===== src/verilog/ext_bus_defs.vh =====
// shared constants of the external bus control block
`ifndef EXT_BUS_DEFS_VH
`define EXT_BUS_DEFS_VH

// ********************************************************
// space codes carried on the request port
// ********************************************************
`define SPACE_DATA    2'h0
`define SPACE_PROGRAM 2'h1
`define SPACE_IO      2'h2

// ********************************************************
// wait-state policy
// ********************************************************
// least programmed wait states that turn on ready detection
`define READY_MIN_WAITS 3'h2

// ********************************************************
// field positions of the address bus
// ********************************************************
`define ADDR_LOW_MSB  15
`define ADDR_HIGH_LSB 16

// ********************************************************
// reset values of the pin drivers
// ********************************************************
`define RST_SEL_N   1'h1
`define RST_STROBE  1'h1
`define RST_RW      1'h1
`define RST_GRANT_N 1'h1
`define RST_MSC_N   1'h1
`define RST_OE      1'h0

`endif


===== src/verilog/pin_sync.v =====
// two flip-flop synchroniser for a group of asynchronous pins
`timescale 1ns/1ps
`default_nettype none

module pin_sync #(
  parameter WIDTH = 1,
  parameter [WIDTH-1:0] INIT = {WIDTH{1'b0}}
) (
  input  wire             core_clk_i,
  input  wire             srst_i,
  input  wire [WIDTH-1:0] async_i,
  output wire [WIDTH-1:0] sync_o
);

  // ********************************************************
  // two stages
  // ********************************************************
  reg [WIDTH-1:0] meta_q;   // first stage, read only by stage two
  reg [WIDTH-1:0] stable_q; // second stage, safe for logic

  // both stages reset to the idle pin level
  always @(posedge core_clk_i) begin
    if (srst_i) begin
      meta_q   <= INIT;
      stable_q <= INIT;
    end else begin
      meta_q   <= async_i;
      stable_q <= meta_q;
    end
  end

  assign sync_o = stable_q;

endmodule

`default_nettype wire


===== src/verilog/wait_counter.v =====
// software wait-state down counter
`timescale 1ns/1ps
`default_nettype none

module wait_counter #(
  parameter WS_W = 3
) (
  input  wire            core_clk_i,
  input  wire            srst_i,
  input  wire            load_i,
  input  wire [WS_W-1:0] load_val_i,
  input  wire            dec_i,
  output wire [WS_W-1:0] count_o,
  output reg  [WS_W-1:0] next_o
);

  // ********************************************************
  // counter
  // ********************************************************
  reg [WS_W-1:0] count_q; // wait states still to run

  // next value: load wins, decrement saturates at zero
  always @* begin
    next_o = count_q;
    if (load_i) begin
      next_o = load_val_i;
    end else if (dec_i && (count_q != {WS_W{1'b0}})) begin
      next_o = count_q - {{(WS_W-1){1'b0}}, 1'b1};
    end
  end

  // register the count
  always @(posedge core_clk_i) begin
    if (srst_i) begin
      count_q <= {WS_W{1'b0}};
    end else begin
      count_q <= next_o;
    end
  end

  assign count_o = count_q;

endmodule

`default_nettype wire


===== src/verilog/ext_bus_ctrl.v =====
// control side of the external parallel bus: selects, strobes, waits, hold
//
// How it works
// - space selects idle high, low only when accessing
// - select low exactly while address is valid
// - memory strobe low only for memory access
// - io strobe low only for io access
// - direction high, low only during writes
// - ready low stalls one cycle, then resample
// - ready checked only with two+ wait states
// - ready never sampled before software waits end
// - microstate done low in last wait state, only with two+ wait states
// - looped microstate done adds one extra wait
// - on the edge that grants hold, float address, data, controls
// - grant asserted while floated in hold state
// - hold floats selects, strobes and direction
// - output disable floats all controls, grant, done
// - address bus floats in hold or disable
// - upper seven address lines only for program
// - enabled keeper holds floated data lines level
`timescale 1ns/1ps
`include "ext_bus_defs.vh"
`default_nettype none

module ext_bus_ctrl #(
  parameter AW   = 23, // address lines
  parameter DW   = 16, // data lines
  parameter WS_W = 3   // width of the wait-state count
) (
  input  wire            core_clk_i,
  input  wire            srst_i,
  // core request port
  input  wire            req_valid_i,
  input  wire [1:0]      req_space_i,
  input  wire            req_write_i,
  input  wire [AW-1:0]   req_addr_i,
  input  wire [DW-1:0]   req_wdata_i,
  input  wire [WS_W-1:0] req_wait_i,
  input  wire            keep_en_i,
  output reg             req_ready_o,
  output reg             done_o,
  output reg  [DW-1:0]   rdata_o,
  // bus pins
  input  wire            ready_i,
  input  wire            hold_n_i,
  input  wire            off_n_i,
  input  wire [DW-1:0]   data_i,
  output reg             data_space_sel_n_o,
  output reg             program_space_sel_n_o,
  output reg             io_space_sel_n_o,
  output reg             memory_strobe_n_o,
  output reg             io_strobe_n_o,
  output reg             rw_o,
  output reg             ctrl_oe_o,
  output reg  [AW-1:0]   addr_o,
  output reg             addr_oe_o,
  output reg  [DW-1:0]   data_o,
  output reg             data_oe_o,
  output reg             keep_oe_o,
  output reg             bus_grant_n_o,
  output reg             bus_grant_oe_o,
  output reg             microstate_done_n_o,
  output reg             microstate_done_oe_o
);

  // ********************************************************
  // states
  // ********************************************************
  localparam [2:0] ST_IDLE = 3'h0; // waiting for a request
  localparam [2:0] ST_STRB = 3'h1; // base access cycle
  localparam [2:0] ST_WAIT = 3'h2; // software wait states
  localparam [2:0] ST_SETL = 3'h3; // lets ready cross the synchroniser
  localparam [2:0] ST_RDY  = 3'h4; // sampling ready
  localparam [2:0] ST_END1 = 3'h5; // strobes released
  localparam [2:0] ST_END2 = 3'h6; // read data captured
  localparam [2:0] ST_HOLD = 3'h7; // bus handed to outside master

  // ********************************************************
  // pin synchronisers
  // ********************************************************
  wire          ready_s;  // synchronised ready
  wire          hold_n_s; // synchronised hold request, low active
  wire          off_n_s;  // synchronised output disable, low active
  wire [DW-1:0] data_s;   // synchronised data bus

  // pins idle high except the data bus
  pin_sync #(
    .WIDTH (DW + 3),
    .INIT  ({3'h7, {DW{1'b0}}})
  ) u_pin_sync (
    .core_clk_i (core_clk_i),
    .srst_i     (srst_i),
    .async_i    ({ready_i, hold_n_i, off_n_i, data_i}),
    .sync_o     ({ready_s, hold_n_s, off_n_s, data_s})
  );

  // ********************************************************
  // access state
  // ********************************************************
  reg  [2:0]      state_q;  // current state
  reg  [2:0]      state_d;  // next state
  reg  [1:0]      space_q;  // space of the running access
  reg             write_q;  // direction of the running access
  reg  [WS_W-1:0] waits_q;  // programmed wait states of the access
  reg             load;     // request taken this cycle
  reg             dec;      // one wait state done
  wire [WS_W-1:0] cnt;      // wait states left, last one is 1
  wire [WS_W-1:0] cnt_nx;   // count after this edge

  // wait-state counter, loaded when a request is taken
  wait_counter #(
    .WS_W (WS_W)
  ) u_wait_counter (
    .core_clk_i (core_clk_i),
    .srst_i     (srst_i),
    .load_i     (load),
    .load_val_i (req_wait_i),
    .dec_i      (dec),
    .count_o    (cnt),
    .next_o     (cnt_nx)
  );

  // values of the access seen by the next edge
  wire [1:0]      cur_space = load ? req_space_i : space_q;
  wire            cur_write = load ? req_write_i : write_q;
  wire [WS_W-1:0] cur_waits = load ? req_wait_i : waits_q;
  // ready detection only with enough software waits
  wire            ready_chk = (cur_waits >= `READY_MIN_WAITS);

  // ********************************************************
  // next-state logic
  // ********************************************************
  // a pending hold wins over a new request; a running access
  // is always finished before the bus is granted
  always @* begin
    state_d = state_q;
    load    = 1'b0;
    dec     = 1'b0;
    case (state_q)
      ST_IDLE: begin
        if (!hold_n_s) begin
          state_d = ST_HOLD;
        end else if (req_valid_i && req_ready_o) begin
          state_d = ST_STRB;
          load    = 1'b1;
        end
      end
      ST_STRB: begin
        if (waits_q == {WS_W{1'b0}}) begin
          state_d = ST_END1;
        end else begin
          state_d = ST_WAIT;
        end
      end
      ST_WAIT: begin
        if (cnt == {{(WS_W-1){1'b0}}, 1'b1}) begin
          // ready is left alone until the last software wait
          state_d = ready_chk ? ST_SETL : ST_END1;
        end else begin
          dec = 1'b1;
        end
      end
      ST_SETL: begin
        // synchroniser delay; keeps a looped-back done to one extra wait
        state_d = ST_RDY;
      end
      ST_RDY: begin
        // low ready holds here one more cycle and samples again
        if (ready_s) begin
          state_d = ST_END1;
        end
      end
      ST_END1: begin
        state_d = ST_END2;
      end
      ST_END2: begin
        state_d = ST_IDLE;
      end
      ST_HOLD: begin
        // the outside master keeps its request up while it owns the bus
        if (hold_n_s) begin
          state_d = ST_IDLE;
        end
      end
      default: begin
        state_d = ST_IDLE;
      end
    endcase
  end

  // ********************************************************
  // pin values for the next cycle
  // ********************************************************
  // access window: from base cycle through the last ready sample
  wire active_d = (state_d == ST_STRB) || (state_d == ST_WAIT) ||
                  (state_d == ST_SETL) || (state_d == ST_RDY);
  wire hold_d   = (state_d == ST_HOLD);
  // drivers on only when not in hold and not disabled
  wire drive_d  = off_n_s && !hold_d;
  // done pin low in the last of two or more software waits
  wire msc_d    = (state_d == ST_WAIT) && ready_chk &&
                  (cnt_nx == {{(WS_W-1){1'b0}}, 1'b1});
  // write data drive follows the access window
  wire wdrv_d   = drive_d && active_d && cur_write;

  // ********************************************************
  // registered state and pins
  // ********************************************************
  always @(posedge core_clk_i) begin
    if (srst_i) begin
      state_q               <= ST_IDLE;
      space_q               <= `SPACE_DATA;
      write_q               <= 1'b0;
      waits_q               <= {WS_W{1'b0}};
      req_ready_o           <= 1'b0;
      data_space_sel_n_o    <= `RST_SEL_N;
      program_space_sel_n_o <= `RST_SEL_N;
      io_space_sel_n_o      <= `RST_SEL_N;
      memory_strobe_n_o     <= `RST_STROBE;
      io_strobe_n_o         <= `RST_STROBE;
      rw_o                  <= `RST_RW;
      ctrl_oe_o             <= `RST_OE;
      addr_oe_o             <= `RST_OE;
      data_oe_o             <= `RST_OE;
      bus_grant_n_o         <= `RST_GRANT_N;
      bus_grant_oe_o        <= `RST_OE;
      microstate_done_n_o   <= `RST_MSC_N;
      microstate_done_oe_o  <= `RST_OE;
    end else begin
      state_q     <= state_d;
      req_ready_o <= (state_d == ST_IDLE);
      // latch the attributes of a taken request
      if (load) begin
        space_q <= req_space_i;
        write_q <= req_write_i;
        waits_q <= req_wait_i;
      end
      // selects low only across the address-valid window
      data_space_sel_n_o    <= !(active_d && (cur_space == `SPACE_DATA));
      program_space_sel_n_o <= !(active_d && (cur_space == `SPACE_PROGRAM));
      io_space_sel_n_o      <= !(active_d && (cur_space == `SPACE_IO));
      // memory strobe covers data and program space
      memory_strobe_n_o <= !(active_d && (cur_space != `SPACE_IO));
      io_strobe_n_o     <= !(active_d && (cur_space == `SPACE_IO));
      // direction reads high unless writing
      rw_o <= !(active_d && cur_write);
      // release after ready happens via END1, on the same edge that samples ready
      // control drivers float in hold and when disabled
      ctrl_oe_o <= drive_d;
      addr_oe_o <= drive_d;
      data_oe_o <= wdrv_d;
      // grant goes low together with the lines floating
      bus_grant_n_o  <= !hold_d;
      bus_grant_oe_o <= off_n_s;
      microstate_done_n_o  <= !msc_d;
      microstate_done_oe_o <= off_n_s;
    end
  end

  // ********************************************************
  // address and data paths
  // ********************************************************
  // no reset on the address path; the enables keep it off the bus during reset, in hold and when disabled
  always @(posedge core_clk_i) begin
    if (load) begin
      // upper lines carry address only for program space
      if (req_space_i == `SPACE_PROGRAM) begin
        addr_o <= req_addr_i;
      end else begin
        addr_o <= {{(AW-`ADDR_HIGH_LSB){1'b0}},
                   req_addr_i[`ADDR_LOW_MSB:0]};
      end
    end
  end

  // data_o doubles as the keeper level when the bus floats
  always @(posedge core_clk_i) begin
    if (srst_i) begin
      data_o    <= {DW{1'b0}};
      keep_oe_o <= 1'b0;
    end else begin
      if (load && req_write_i) begin
        data_o <= req_wdata_i;
      end else if (!(data_oe_o || wdrv_d)) begin
        // track the floated bus so the keeper holds its last level
        data_o <= data_s;
      end
      // keeper is weak; it only drives while the bus floats
      keep_oe_o <= keep_en_i && !wdrv_d;
    end
  end

  // ********************************************************
  // read data and completion
  // ********************************************************
  // the synchroniser lags two cycles, so END2 sees the last
  // strobe cycle's bus value
  always @(posedge core_clk_i) begin
    if (srst_i) begin
      done_o  <= 1'b0;
      rdata_o <= {DW{1'b0}};
    end else begin
      done_o <= (state_q == ST_END2);
      if ((state_q == ST_END2) && !write_q) begin
        rdata_o <= data_s;
      end
    end
  end

endmodule

`default_nettype wire


===== config.mk =====
export PLATFORM = sky130hd
export DESIGN_NAME = ext_bus_ctrl
export DESIGN_NICKNAME = d
export VERILOG_FILES = /design/src/verilog/pin_sync.v /design/src/verilog/wait_counter.v /design/src/verilog/ext_bus_ctrl.v
export VERILOG_INCLUDE_DIRS = /design/src /design/src/verilog
export SDC_FILE = /design/constraint.sdc
export NUM_CORES = 1
export LEC_CHECK = 0
export ABC_AREA = 1
export ABC_CLOCK_PERIOD_IN_PS = 2200
export BUFFER_PORTS_ARGS = -buffer_cell sky130_fd_sc_hd__buf_2
export CAP_MARGIN = 20
export CORE_AREA = 5 5 103 105
export CTS_BUF_LIST = sky130_fd_sc_hd__clkbuf_8
export DETAILED_ROUTE_END_ITERATION = 10
export DIE_AREA = 0 0 108 110
export PLACE_DENSITY = 0.78
export SYNTH_ARGS = -nofsm -noshare
export SYNTH_HDL_FRONTEND = slang
export SYNTH_SLANG_ARGS = --single-unit

===== constraint.sdc =====
create_clock -name core_clk_i -period 2.2 [get_ports core_clk_i]
set_clock_uncertainty 0.05 [all_clocks]
set_input_delay 0.22 -clock core_clk_i [delete_from_list [all_inputs] [get_ports core_clk_i]]
set_output_delay 0.22 -clock core_clk_i [all_outputs]
set_load 0.02 [all_outputs]

==> run_results.csv, run 1 <==
group,metric,value,unit
outcome,status,"finished with violations",
outcome,failed_checks,"negative setup slack",
critical_path,worst_ep_required_time,2.47,ns
clock_network,cts.htree.levels,4,
clock_network,clock_latency,0.43,ns
synthesis,syn-mean-instance-area,8.86,sq um
power,power.internal,4.44,mW
sta,layout_min_cycle_time,2.23,ns
sta,fin_crit_sh,101,%
power,cellLeakagePower,3.06,nW
power,p_comb_share,29.0,%
clock_network,cts.sinks,118,
sta,timing.hold.ws,0.0375,ns
detailed_routing,drt-total-wl,11700,um
synthesis,yosys.area.top_type,"dfxtp_1",
die,rows,36,
power,p_sw,2.13,mW
detailed_routing,first_iter_violations,297,
synthesis,synth_flop_cell,"dfxtp_1",
finish,postLayoutCellArea,6280,sq um
die,die_area,11900,sq um
critical_path,worstSetupEndpointType,"flip-flop",
power,swShare,32.5,%
grt,grt_antenna_before_repair,0,
min_path,worstHoldPathType,"in2reg",
power,peakVddDrop,0.497,mV
sta,drv_slew,0,
synthesis,syn_nets,578,
grt,grt_pass1_vias,3624,
sta,worst_pin_slew,0.574,ns
synthesis,synth-async-reset-ratio,0,%
finish,layout_common_cells,"buf_2, nor2_1, dfxtp_1, inv_1, nand2_1",
detailed_routing,viasPerCell,4.65,
clock_network,cts_root_buf,"clkbuf_8",
finish,synthToLayoutAreaGrowth,39.9,%
detailed_routing,ant_nets,0,
sta,max_slew_margin,61.7,%
critical_path,critPathMaxFanout,8,
grt,grt_max_degree,49,
synthesis,ys_warn_count,0,
synthesis,synth_top_area_share,42.3,%
die,start_util,47.1,%
finish,drive_gt1_share,35.6,%
grt,grt_overflow,0,
placed_design,dp_hpwl,7620,um
synthesis,ys_types,29,
critical_path,rr_worst_depth,17,
synthesis,synth_area,4490,sq um
detailed_routing,wire_per_inst,13.8,um
critical_path,arrival,2.50,ns
die,die_w,108,um
finish,final_common_cell,"buf_2",
critical_path,start_kind,"flip-flop",
sta,fmax,0.448,GHz
finish,antenna_cells,0,
critical_path,slowest_stage,"dfxtp_4",
sta,setup_viol,11,
detailed_routing,dr.pass1.iters,4,
placed_design,dpl_cell_area,5310,sq um
min_path,min_path_cells,3,
die,dieHeight,110,um
finish,fillCellCount,762,
clock_network,cts_tree,"done",
die,core,9550,sq um
detailed_routing,via_count,3930,
clock_network,clock_path_buffers,2,
sta,fin_ws,-0.0318,ns
synthesis,seq_area_frac_synth,57.7,%
power,p_seq_share,39.0,%
power,power.total,6.57,mW
finish,nets,771,
clock_network,clkTransAtPathRegs,0.07,ns
sta,rsz0062_at_grt,"true",
critical_path,slowest_delay,0.37,ns
clock_network,numCtsBuffers,17,
synthesis,ys_seq_elements,118,
power,power_density,1050,nW/um^2
placed_design,routabilityCongestion,0.843,
critical_path,critical_path_class,"reg2reg",
synthesis,synth_edf_count,23,
placed_design,portBuffers,138,
power,power.share.clock,32.0,%
die,num_io_pins,139,
flow_run,drv_cap,0,
grt,grt_pass1_wl,17300,um
detailed_routing,drc,0,
grt,track_usage,18.9,%
synthesis,synth_area_leaders,"dfxtp_1, edfxtp_1, nor2_1",
critical_path,path_cells,"nor2_4 > nand2_4 > nor2_4 > buf_6 > nor2_2 > nor2_2 > nand2_1 > nand2_1 > nand2_2 > nand2_4 > nand2_2 > nand2_2 > nand3_4 > nand2_8 > nand3_1 > nand2_1 > nor2_1",
sta,hold_violations,0,
synthesis,synthCells,507,
critical path, delay by kind of cell (launching register included):
kind,cells,cell delay (ns)
and+or+nand+nor,16,1.56
buffers and inverters,1,0.12
DFF,1,0.37
layer usage:
layer / vias to the layer above / global-route usage (%) / wire length, um
met5: - / 0 / 0
met4: 0 / 7.75 / 225
met3: 18 / 6.76 / 925
met2: 152 / 32.7 / 5980
met1: 1801 / 21.4 / 4540
li1: 1959 / - / -
final cells by class:
cell class / instances / area (sq um) / share of cell area (%)
clock buffer: 21 / 289 / 4.60
timing repair buffer: 194 / 1200 / 19.2
inverter: 84 / 315 / 5.02
multi-input combinational: 285 / 1570 / 24.9
clock inverter: 11 / 146 / 2.33
tap: 133 / 166 / 2.65
sequential: 118 / 2600 / 41.3
what timing repair did:
item,4_1_cts,5_1_grt
setup buffers,0,9
endpoints found under the setup margin,12,20
hold buffers,36,0
gates cloned,0,3
pin swaps,0,7
resized for setup,1,19
endpoints found under the hold margin,36,0
power by group through the flow:
stage / registers (mW) / logic, mW / clock network, mW
5_1_grt: 2.58 / 2.10 / 2.25
4_1_cts: 2.55 / 1.70 / 2.14
3_3_place_gp: 2.59 / 1.60 / 0
6_report: 2.56 / 1.91 / 2.10
2_1_floorplan: 2.79 / 0.901 / 0
3_5_place_dp: 2.60 / 1.63 / 0
cell usage after synthesis (4+ instances only):
cell / n
a21oi_1: 22
o21ai_0: 26
dfxtp_1: 95
nor2_1: 109
nand2_2: 4
nand2_1: 50
edfxtp_1: 23
nor3_1: 5
nand3_2: 11
or2_2: 7
clkbuf_1: 15
inv_1: 82
buf_6: 4
nand3_1: 16
mux2_2: 16
registers in the layout (all words and copies together) (netlist names), 2 cells and up, named ones only:
name,cells
u_pin_sync.meta_q,19
state_q,3
addr_o,23
u_wait_counter.count_o,3
waits_q,2
space_q,2
u_pin_sync.sync_o,19
rdata_o,16
data_o,16
through the flow:
step | setup slack (ns) | utilization, % | std cells | setup TNS [ns]
global placement | 0.0295 | 55.6 | 767 | 0
floorplan | 0.0466 | - | 507 | 0
finish | -0.0318 | 65.8 | 846 | -0.185
global route | -0.206 | 65.8 | 846 | -3.32
detailed placement | -0.0395 | 55.6 | 767 | -0.168
CTS | 0.0382 | 64.1 | 835 | 0
logic make-up after synthesis:
| logic type | count (synthesis) | synth area share [%] |
|---|---|---|
| AOI/OAI and AO/OA | 51 | 5.88 |
| adders and majority gates | 3 | 0.836 |
| buffers and inverters | 107 | 9.89 |
| DFF | 118 | 57.7 |
| muxes | 16 | 4.01 |
| and+or+nand+nor | 212 | 21.7 |
path summary, 6_finish.rpt:
kind,start,endpoint,slack (ns)
max,state_q[0],data_o[15],-0.03
min,req_wait_i[0],flip-flop,0.04
max reg2reg,state_q[0],data_o[15],-0.03
min reg2reg,u_pin_sync.meta_q[8],u_pin_sync.sync_o[8],0.35
Note: power is estimated with default switching activity, not from simulation.
==> run 2, diff against run 1 <==
MAX_ROUTING_LAYER = met4   (was not set)
==> run_results.csv, run 2 (synthesis results as in run 1) <==
group,metric,value,unit
outcome,status,"complete, no violations",
critical_path,start_kind,"flip-flop",
grt,track_usage,19.8,%
grt,grt_pass1_vias,3770,
critical_path,worstSetupEndpointType,"flip-flop",
critical_path,rr_worst_depth,16,
power,cellLeakagePower,3.05,nW
sta,hold_violations,0,
finish,largest_reg_flops,23,
critical_path,rrSetupSlack,0.004,ns
sta,layout_min_cycle_time,2.20,ns
sta,max_slew_margin,60.3,%
die,die_w,108,um
sta,fin_crit_sh,99.8,%
finish,multi_input_area,1580,sq um
critical_path,endpoint,"data_o[5]",
clock_network,numCtsBuffers,17,
critical_path,critPathMaxFanout,8,
sta,rsz0062_at_grt,"true",
critical_path,arrival,2.45,ns
finish,regMostFlops,"addr_o",
finish,fillCellCount,782,
placed_design,routabilityCongestion,0.885,
die,core,9550,sq um
critical_path,critical_path_class,"reg2reg",
sta,timing.hold.ws,0.0480,ns
power,peakVddDrop,0.472,mV
detailed_routing,ant_nets,0,
die,rows,36,
finish,nets,770,
finish,synthToLayoutAreaGrowth,39.4,%
finish,seq_area,2600,sq um
flow_run,drv_cap,0,
finish,antenna_cells,0,
clock_network,clock_latency,0.42,ns
grt,grt_overflow,0,
die,start_util,47.1,%
die,num_io_pins,139,
sta,fin_ws,0.00354,ns
grt,grt_pass1_wl,17600,um
detailed_routing,viasPerCell,4.57,
detailed_routing,first_iter_violations,206,
detailed_routing,via_count,3860,
placed_design,portBuffers,138,
grt,grt_antenna_before_repair,0,
sta,worst_pin_slew,0.596,ns
detailed_routing,drc,0,
finish,layout_common_cells,"buf_2, nor2_1, dfxtp_1, inv_1, nand2_1",
placed_design,post-place-ws,-0.000892,ns
critical_path,crit_start,"state_q[0]",
power,power_density,1030,nW/um^2
clock_network,clock_path_buffers,2,
sta,setup_tns,0,ns
detailed_routing,wire_per_inst,13.7,um
detailed_routing,dr.pass1.iters,5,
die,die_area,11900,sq um
power,power.total,6.43,mW
detailed_routing,drt-total-wl,11600,um
critical_path,worstReg2RegEnd,"data_o[5]",
sta,drv_slew,0,
sta,setup_viol,0,
die,dieHeight,110,um
clock_network,cts_tree,"done",
placed_design,dp_hpwl,7610,um
grt,grt_max_degree,54,
clock_network,cts.htree.levels,4,
clock_network,cts.sinks,118,
critical_path,r2r_start,"state_q[0]",
critical_path,worst_ep_required_time,2.46,ns
sta,fmax,0.455,GHz
min_path,worstHoldPathType,"in2reg",
finish,drive_gt1_share,35.6,%
clock_network,cts_root_buf,"clkbuf_8",
finish,final_common_cell,"buf_2",
clock_network,clkTransAtPathRegs,0.06,ns
-- run 2: cell count changes in the layout (fill, tap and decap cells not counted), sizes merged --
| cell | previous run | this run |
|---|---|---|
| clkbuf | 21 | 20 |
| buf | 158 | 157 |
-- run 2: worst min path at each step --
stage | startpoint | endpoint | slack, ns | cells past startpoint
2_1_floorplan | req_addr_i[0] | addr_o[0] | 0.27 | 0
3_3_place_gp | u_pin_sync.meta_q[10] | u_pin_sync.sync_o[10] | 0.34 | 2
3_5_place_dp | u_pin_sync.meta_q[0] | u_pin_sync.sync_o[0] | 0.35 | 2
4_1_cts | req_addr_i[22] | addr_o[22] | 0.02 | 3
5_1_grt | req_addr_i[22] | addr_o[22] | 0.03 | 3
6_report | req_wait_i[0] | flip-flop | 0.05 | 3
-- run 2: critical path, cell delays in order (launching register included) --
cell,delay (ns)
dfxtp_4,0.37
nor2_4,0.14
nand2_4,0.08
nor2_4,0.20
nor2_2,0.06
nor2_2,0.13
nand2_1,0.06
nand2_1,0.06
nand2_2,0.07
nand2_4,0.08
nand2_2,0.05
nand2_2,0.08
nand3_4,0.21
nand2_4,0.21
nand3_2,0.08
nand2_1,0.09
nor2_1,0.05
-- run 2: area by class of cell --
| cell class | instances | area share [%] |
|---|---|---|
| clock inverters | 11 | 2.16 |
| well taps | 133 | 2.66 |
| flip-flops and latches | 118 | 41.4 |
| multi-input cells | 285 | 25.3 |
| inverters | 84 | 5.03 |
| repair buffers | 193 | 19.1 |
| clock buffers | 20 | 4.39 |
-- run 2: where the power goes --
part | switching [mW] | internal [mW]
clock | 0.804 | 1.19
combinational | 1.15 | 0.715
sequential | 0.116 | 2.45
total | 2.07 | 4.35
-- run 2: what timing repair did --
| action | in CTS | in global routing |
|---|---|---|
| endpoints found under the setup margin | 6 | 20 |
| pin swaps | 0 | 10 |
| resized for setup | 1 | 21 |
| gates cloned | 0 | 3 |
| buffers inserted | 0 | 6 |
| endpoints found under the hold margin | 36 | 0 |
| hold buffers | 36 | 0 |
-- run 2: per-stage QoR --
stage / cell area (sq um) / instances / utilization (%)
detailed placement: 5320 / 768 / 55.7
finish: 6260 / 844 / 65.6
global placement: 5320 / 768 / 55.7
CTS: 6100 / 835 / 63.9
floorplan: 4490 / 507 / -
global route: 6260 / 844 / 65.6
-- run 2: routing by layer --
metal	share of wire [%]	GRT usage (%)	routed length, um
met2	50	32.9	5780
met1	41	22.1	4700
met5	0	-	0
met3	7.2	7.40	834
met4	2.0	7.03	235
==> run 3, diff against run 2 <==
ABC_AREA = not set   (was 1)
CORE_AREA = 5 5 106 108   (was 5 5 103 105)
DIE_AREA = 0 0 111 113   (was 0 0 108 110)
PLACE_DENSITY = 0.77   (was 0.78)
==> run_results.csv, run 3 <==
group,metric,value,unit
outcome,status,"finished with violations",
outcome,failed_checks,"negative setup slack",
detailed_routing,drc,0,
synthesis,synth_area_leaders,"dfxtp_1, edfxtp_1, nor3_1",
critical_path,cp_num_cells,11,
sta,max_slew_margin,56.6,%
critical_path,worst_ep_required_time,2.46,ns
clock_network,clock_latency,0.42,ns
detailed_routing,drt-total-wl,13000,um
critical_path,r2r_start,"u_wait_counter.count_o[1]",
die,start_util,47.1,%
grt,track_usage,20.8,%
sta,fmax,0.441,GHz
finish,postLayoutCellArea,6860,sq um
min_path,min_path_cells,3,
synthesis,syn_nets,565,
synthesis,ys_seq_elements,118,
min_path,holdCritStartpoint,"req_space_i[1]",
power,power.total,7.23,mW
power,power_density,1050,nW/um^2
critical_path,slowest_delay,0.47,ns
power,p_comb_share,39.6,%
flow_run,drv_cap,0,
power,power.internal,4.57,mW
sta,drv_slew,0,
finish,fillCellCount,801,
clock_network,clkTransAtPathRegs,0.07,ns
die,num_io_pins,139,
placed_design,routabilityCongestion,0.873,
placed_design,portBuffers,138,
synthesis,syn-mean-instance-area,9.67,sq um
finish,synthToLayoutAreaGrowth,43.6,%
clock_network,cts_root_buf,"clkbuf_8",
synthesis,synthCells,494,
synthesis,synth_flop_cell,"dfxtp_1",
clock_network,clock_path_buffers,2,
detailed_routing,viasPerCell,5.22,
synthesis,synth_top_area_share,39.8,%
sta,hold_violations,0,
finish,layout_common_cells,"buf_2, dfxtp_1, nor3_1, nand2_1, dlygate4sd3_1",
detailed_routing,wire_per_inst,15.6,um
grt,grt_pass1_vias,4252,
power,p_seq_share,35.7,%
detailed_routing,dr.pass1.iters,6,
placed_design,dp_hpwl,8690,um
synthesis,yosys.area.top_type,"dfxtp_1",
critical_path,timing.critical_path.buf_inv,4,
synthesis,synth_edf_count,23,
sta,fin_ws,-0.0652,ns
sta,rsz0062_at_grt,"true",
die,core,10100,sq um
sta,worst_pin_slew,0.651,ns
die,dieHeight,113,um
grt,grt_pass1_wl,20800,um
synthesis,synth_area,4780,sq um
clock_network,numCtsBuffers,17,
clock_network,cts.htree.levels,4,
detailed_routing,ant_nets,0,
critical_path,path_cells,"inv_2 > ha_4 > or4b_4 > nand3_4 > buf_4 > and3_4 > nor4_4 > buf_4 > buf_12 > nor3_1 > a2111oi_1",
die,rows,37,
synthesis,ys_warn_count,0,
die,die_w,111,um
synthesis,synth-async-reset-ratio,0,%
critical_path,critical_path_class,"reg2reg",
power,p_sw,2.66,mW
sta,fin_crit_sh,103,%
grt,grt_max_degree,52,
critical_path,rr_worst_depth,11,
power,cellLeakagePower,2.75,nW
clock_network,cts.sinks,118,
synthesis,seq_area_frac_synth,54.3,%
finish,largest_reg_flops,23,
die,die_area,12500,sq um
power,peakVddDrop,0.662,mV
grt,grt_overflow,0,
critical_path,start_kind,"flip-flop",
detailed_routing,via_count,4368,
sta,setup_viol,13,
synthesis,ys_types,49,
finish,drive_gt1_share,38.8,%
critical_path,crit_top_cell,"buf_4",
min_path,worstHoldPathType,"in2reg",
grt,grt_antenna_before_repair,0,
power,swShare,36.8,%
critical_path,slowest_stage,"or4b_4",
finish,multi_input_area,2190,sq um
critical_path,cp_top_family,"simple AND/OR/NAND/NOR gates",
synthesis,synth.most_common_cell,"dfxtp_1",
critical_path,worstSetupEndpointType,"flip-flop",
critical_path,critPathMaxFanout,8,
power,power.share.clock,24.7,%
placed_design,dpl_cell_area,5750,sq um
finish,seq_area,2600,sq um
detailed_routing,first_iter_violations,305,
critical_path,arrival,2.52,ns
finish,antenna_cells,0,
finish,regMostFlops,"addr_o",
critical_path,crit_start,"u_wait_counter.count_o[1]",
synthesis,ys_top_cells_by_count,"dfxtp_1, nor3_1, nand2_1, nor2b_1",
sta,layout_min_cycle_time,2.27,ns
finish,final_common_cell,"buf_2",
finish,nets,761,
clock_network,cts_tree,"done",
[run 3: cell count changes after synthesis, moves of 19 or more]
cell,previous run,this run
inv_1,82,9
nor2_1,109,28
nor2b_1,0,37
nor3_1,5,67
nor3b_1,0,19
o21ai_0,26,5
[run 3: final cells by class]
class / instances / share of cell area [%]
repair buffers: 218 / 21.8
clock inverters: 11 / 1.44
clock buffers: 19 / 3.81
well taps: 136 / 2.48
flip-flops and latches: 118 / 38.0
multi-input cells: 326 / 32.0
inverters: 9 / 0.493
[run 3: logic make-up (layout without fill, tap and decap cells)]
kind of cell	Yosys count	after routing	synth area share (%)
muxes	1	1	0.236
DFF	118	118	54.3
adders and majority gates	3	3	0.786
AOI/OAI and AO/OA	62	62	10.3
buffers and inverters	50	257	4.58
and+or+nand+nor	258	258	29.4
xor gates and xnor gates	2	2	0.367
[run 3: final timing paths]
check / end / slack (ns)
setup / recovery: data_o[4] / -0.07
hold / removal: space_q[1] / 0.02
setup reg to reg: data_o[4] / -0.07
hold reg to reg: u_pin_sync.sync_o[17] / 0.36
[run 3: routing by layer]
| metal | track usage (%) | share of wire, % | vias up |
|---|---|---|---|
| li1 | - | - | 2135 |
| met1 | 24.2 | 40 | 2051 |
| met2 | 35.5 | 52 | 153 |
| met3 | 4.81 | 5.7 | 29 |
| met4 | 7.39 | 2.2 | 0 |
| met5 | - | 0 | - |
[run 3: repair_timing]
| action | CTS | global route |
|---|---|---|
| endpoints found under the setup margin | 15 | 17 |
| resized for setup | 23 | 29 |
| pin swaps | 9 | 15 |
| hold endpoints to repair | 38 | 1 |
| hold buffers | 38 | 1 |
| buffers inserted | 3 | 2 |
| cloned | 1 | 2 |
[run 3: per-stage QoR]
stage | utilization [%] | setup TNS, ns | hold WS, ns | cells | worst slack, ns
floorplan | - | 0 | 0.269 | 494 | 0.00153
global placement | 56.7 | 0 | 0.343 | 760 | 0.0308
detailed placement | 56.7 | -0.500 | 0.344 | 760 | -0.0909
CTS | 65.5 | -0.00729 | 0.000636 | 832 | -0.00420
global route | 67.6 | -1.43 | 0.00216 | 837 | -0.122
finish | 67.6 | -0.463 | 0.0196 | 837 | -0.0652
[run 3: power by group through the flow]
| stage | Clock (mW) | Combinational (mW) | Sequential [mW] |
|---|---|---|---|
| 6_report | 1.79 | 2.86 | 2.58 |
| 2_1_floorplan | 0 | 1.29 | 2.69 |
| 4_1_cts | 1.82 | 2.49 | 2.56 |
| 3_3_place_gp | 0 | 2.20 | 2.58 |
| 5_1_grt | 1.94 | 3.05 | 2.61 |
| 3_5_place_dp | 0 | 2.25 | 2.59 |
[run 3: worst reg2reg max path, cell delays in order (launching register included)]
cell and delay (ns):
dfxtp_2 0.32, inv_2 0.07, ha_4 0.14, or4b_4 0.47, nand3_4 0.09, buf_4 0.11, and3_4 0.22, nor4_4 0.06
buf_4 0.14, buf_12 0.13, nor3_1 0.26, a2111oi_1 0.08
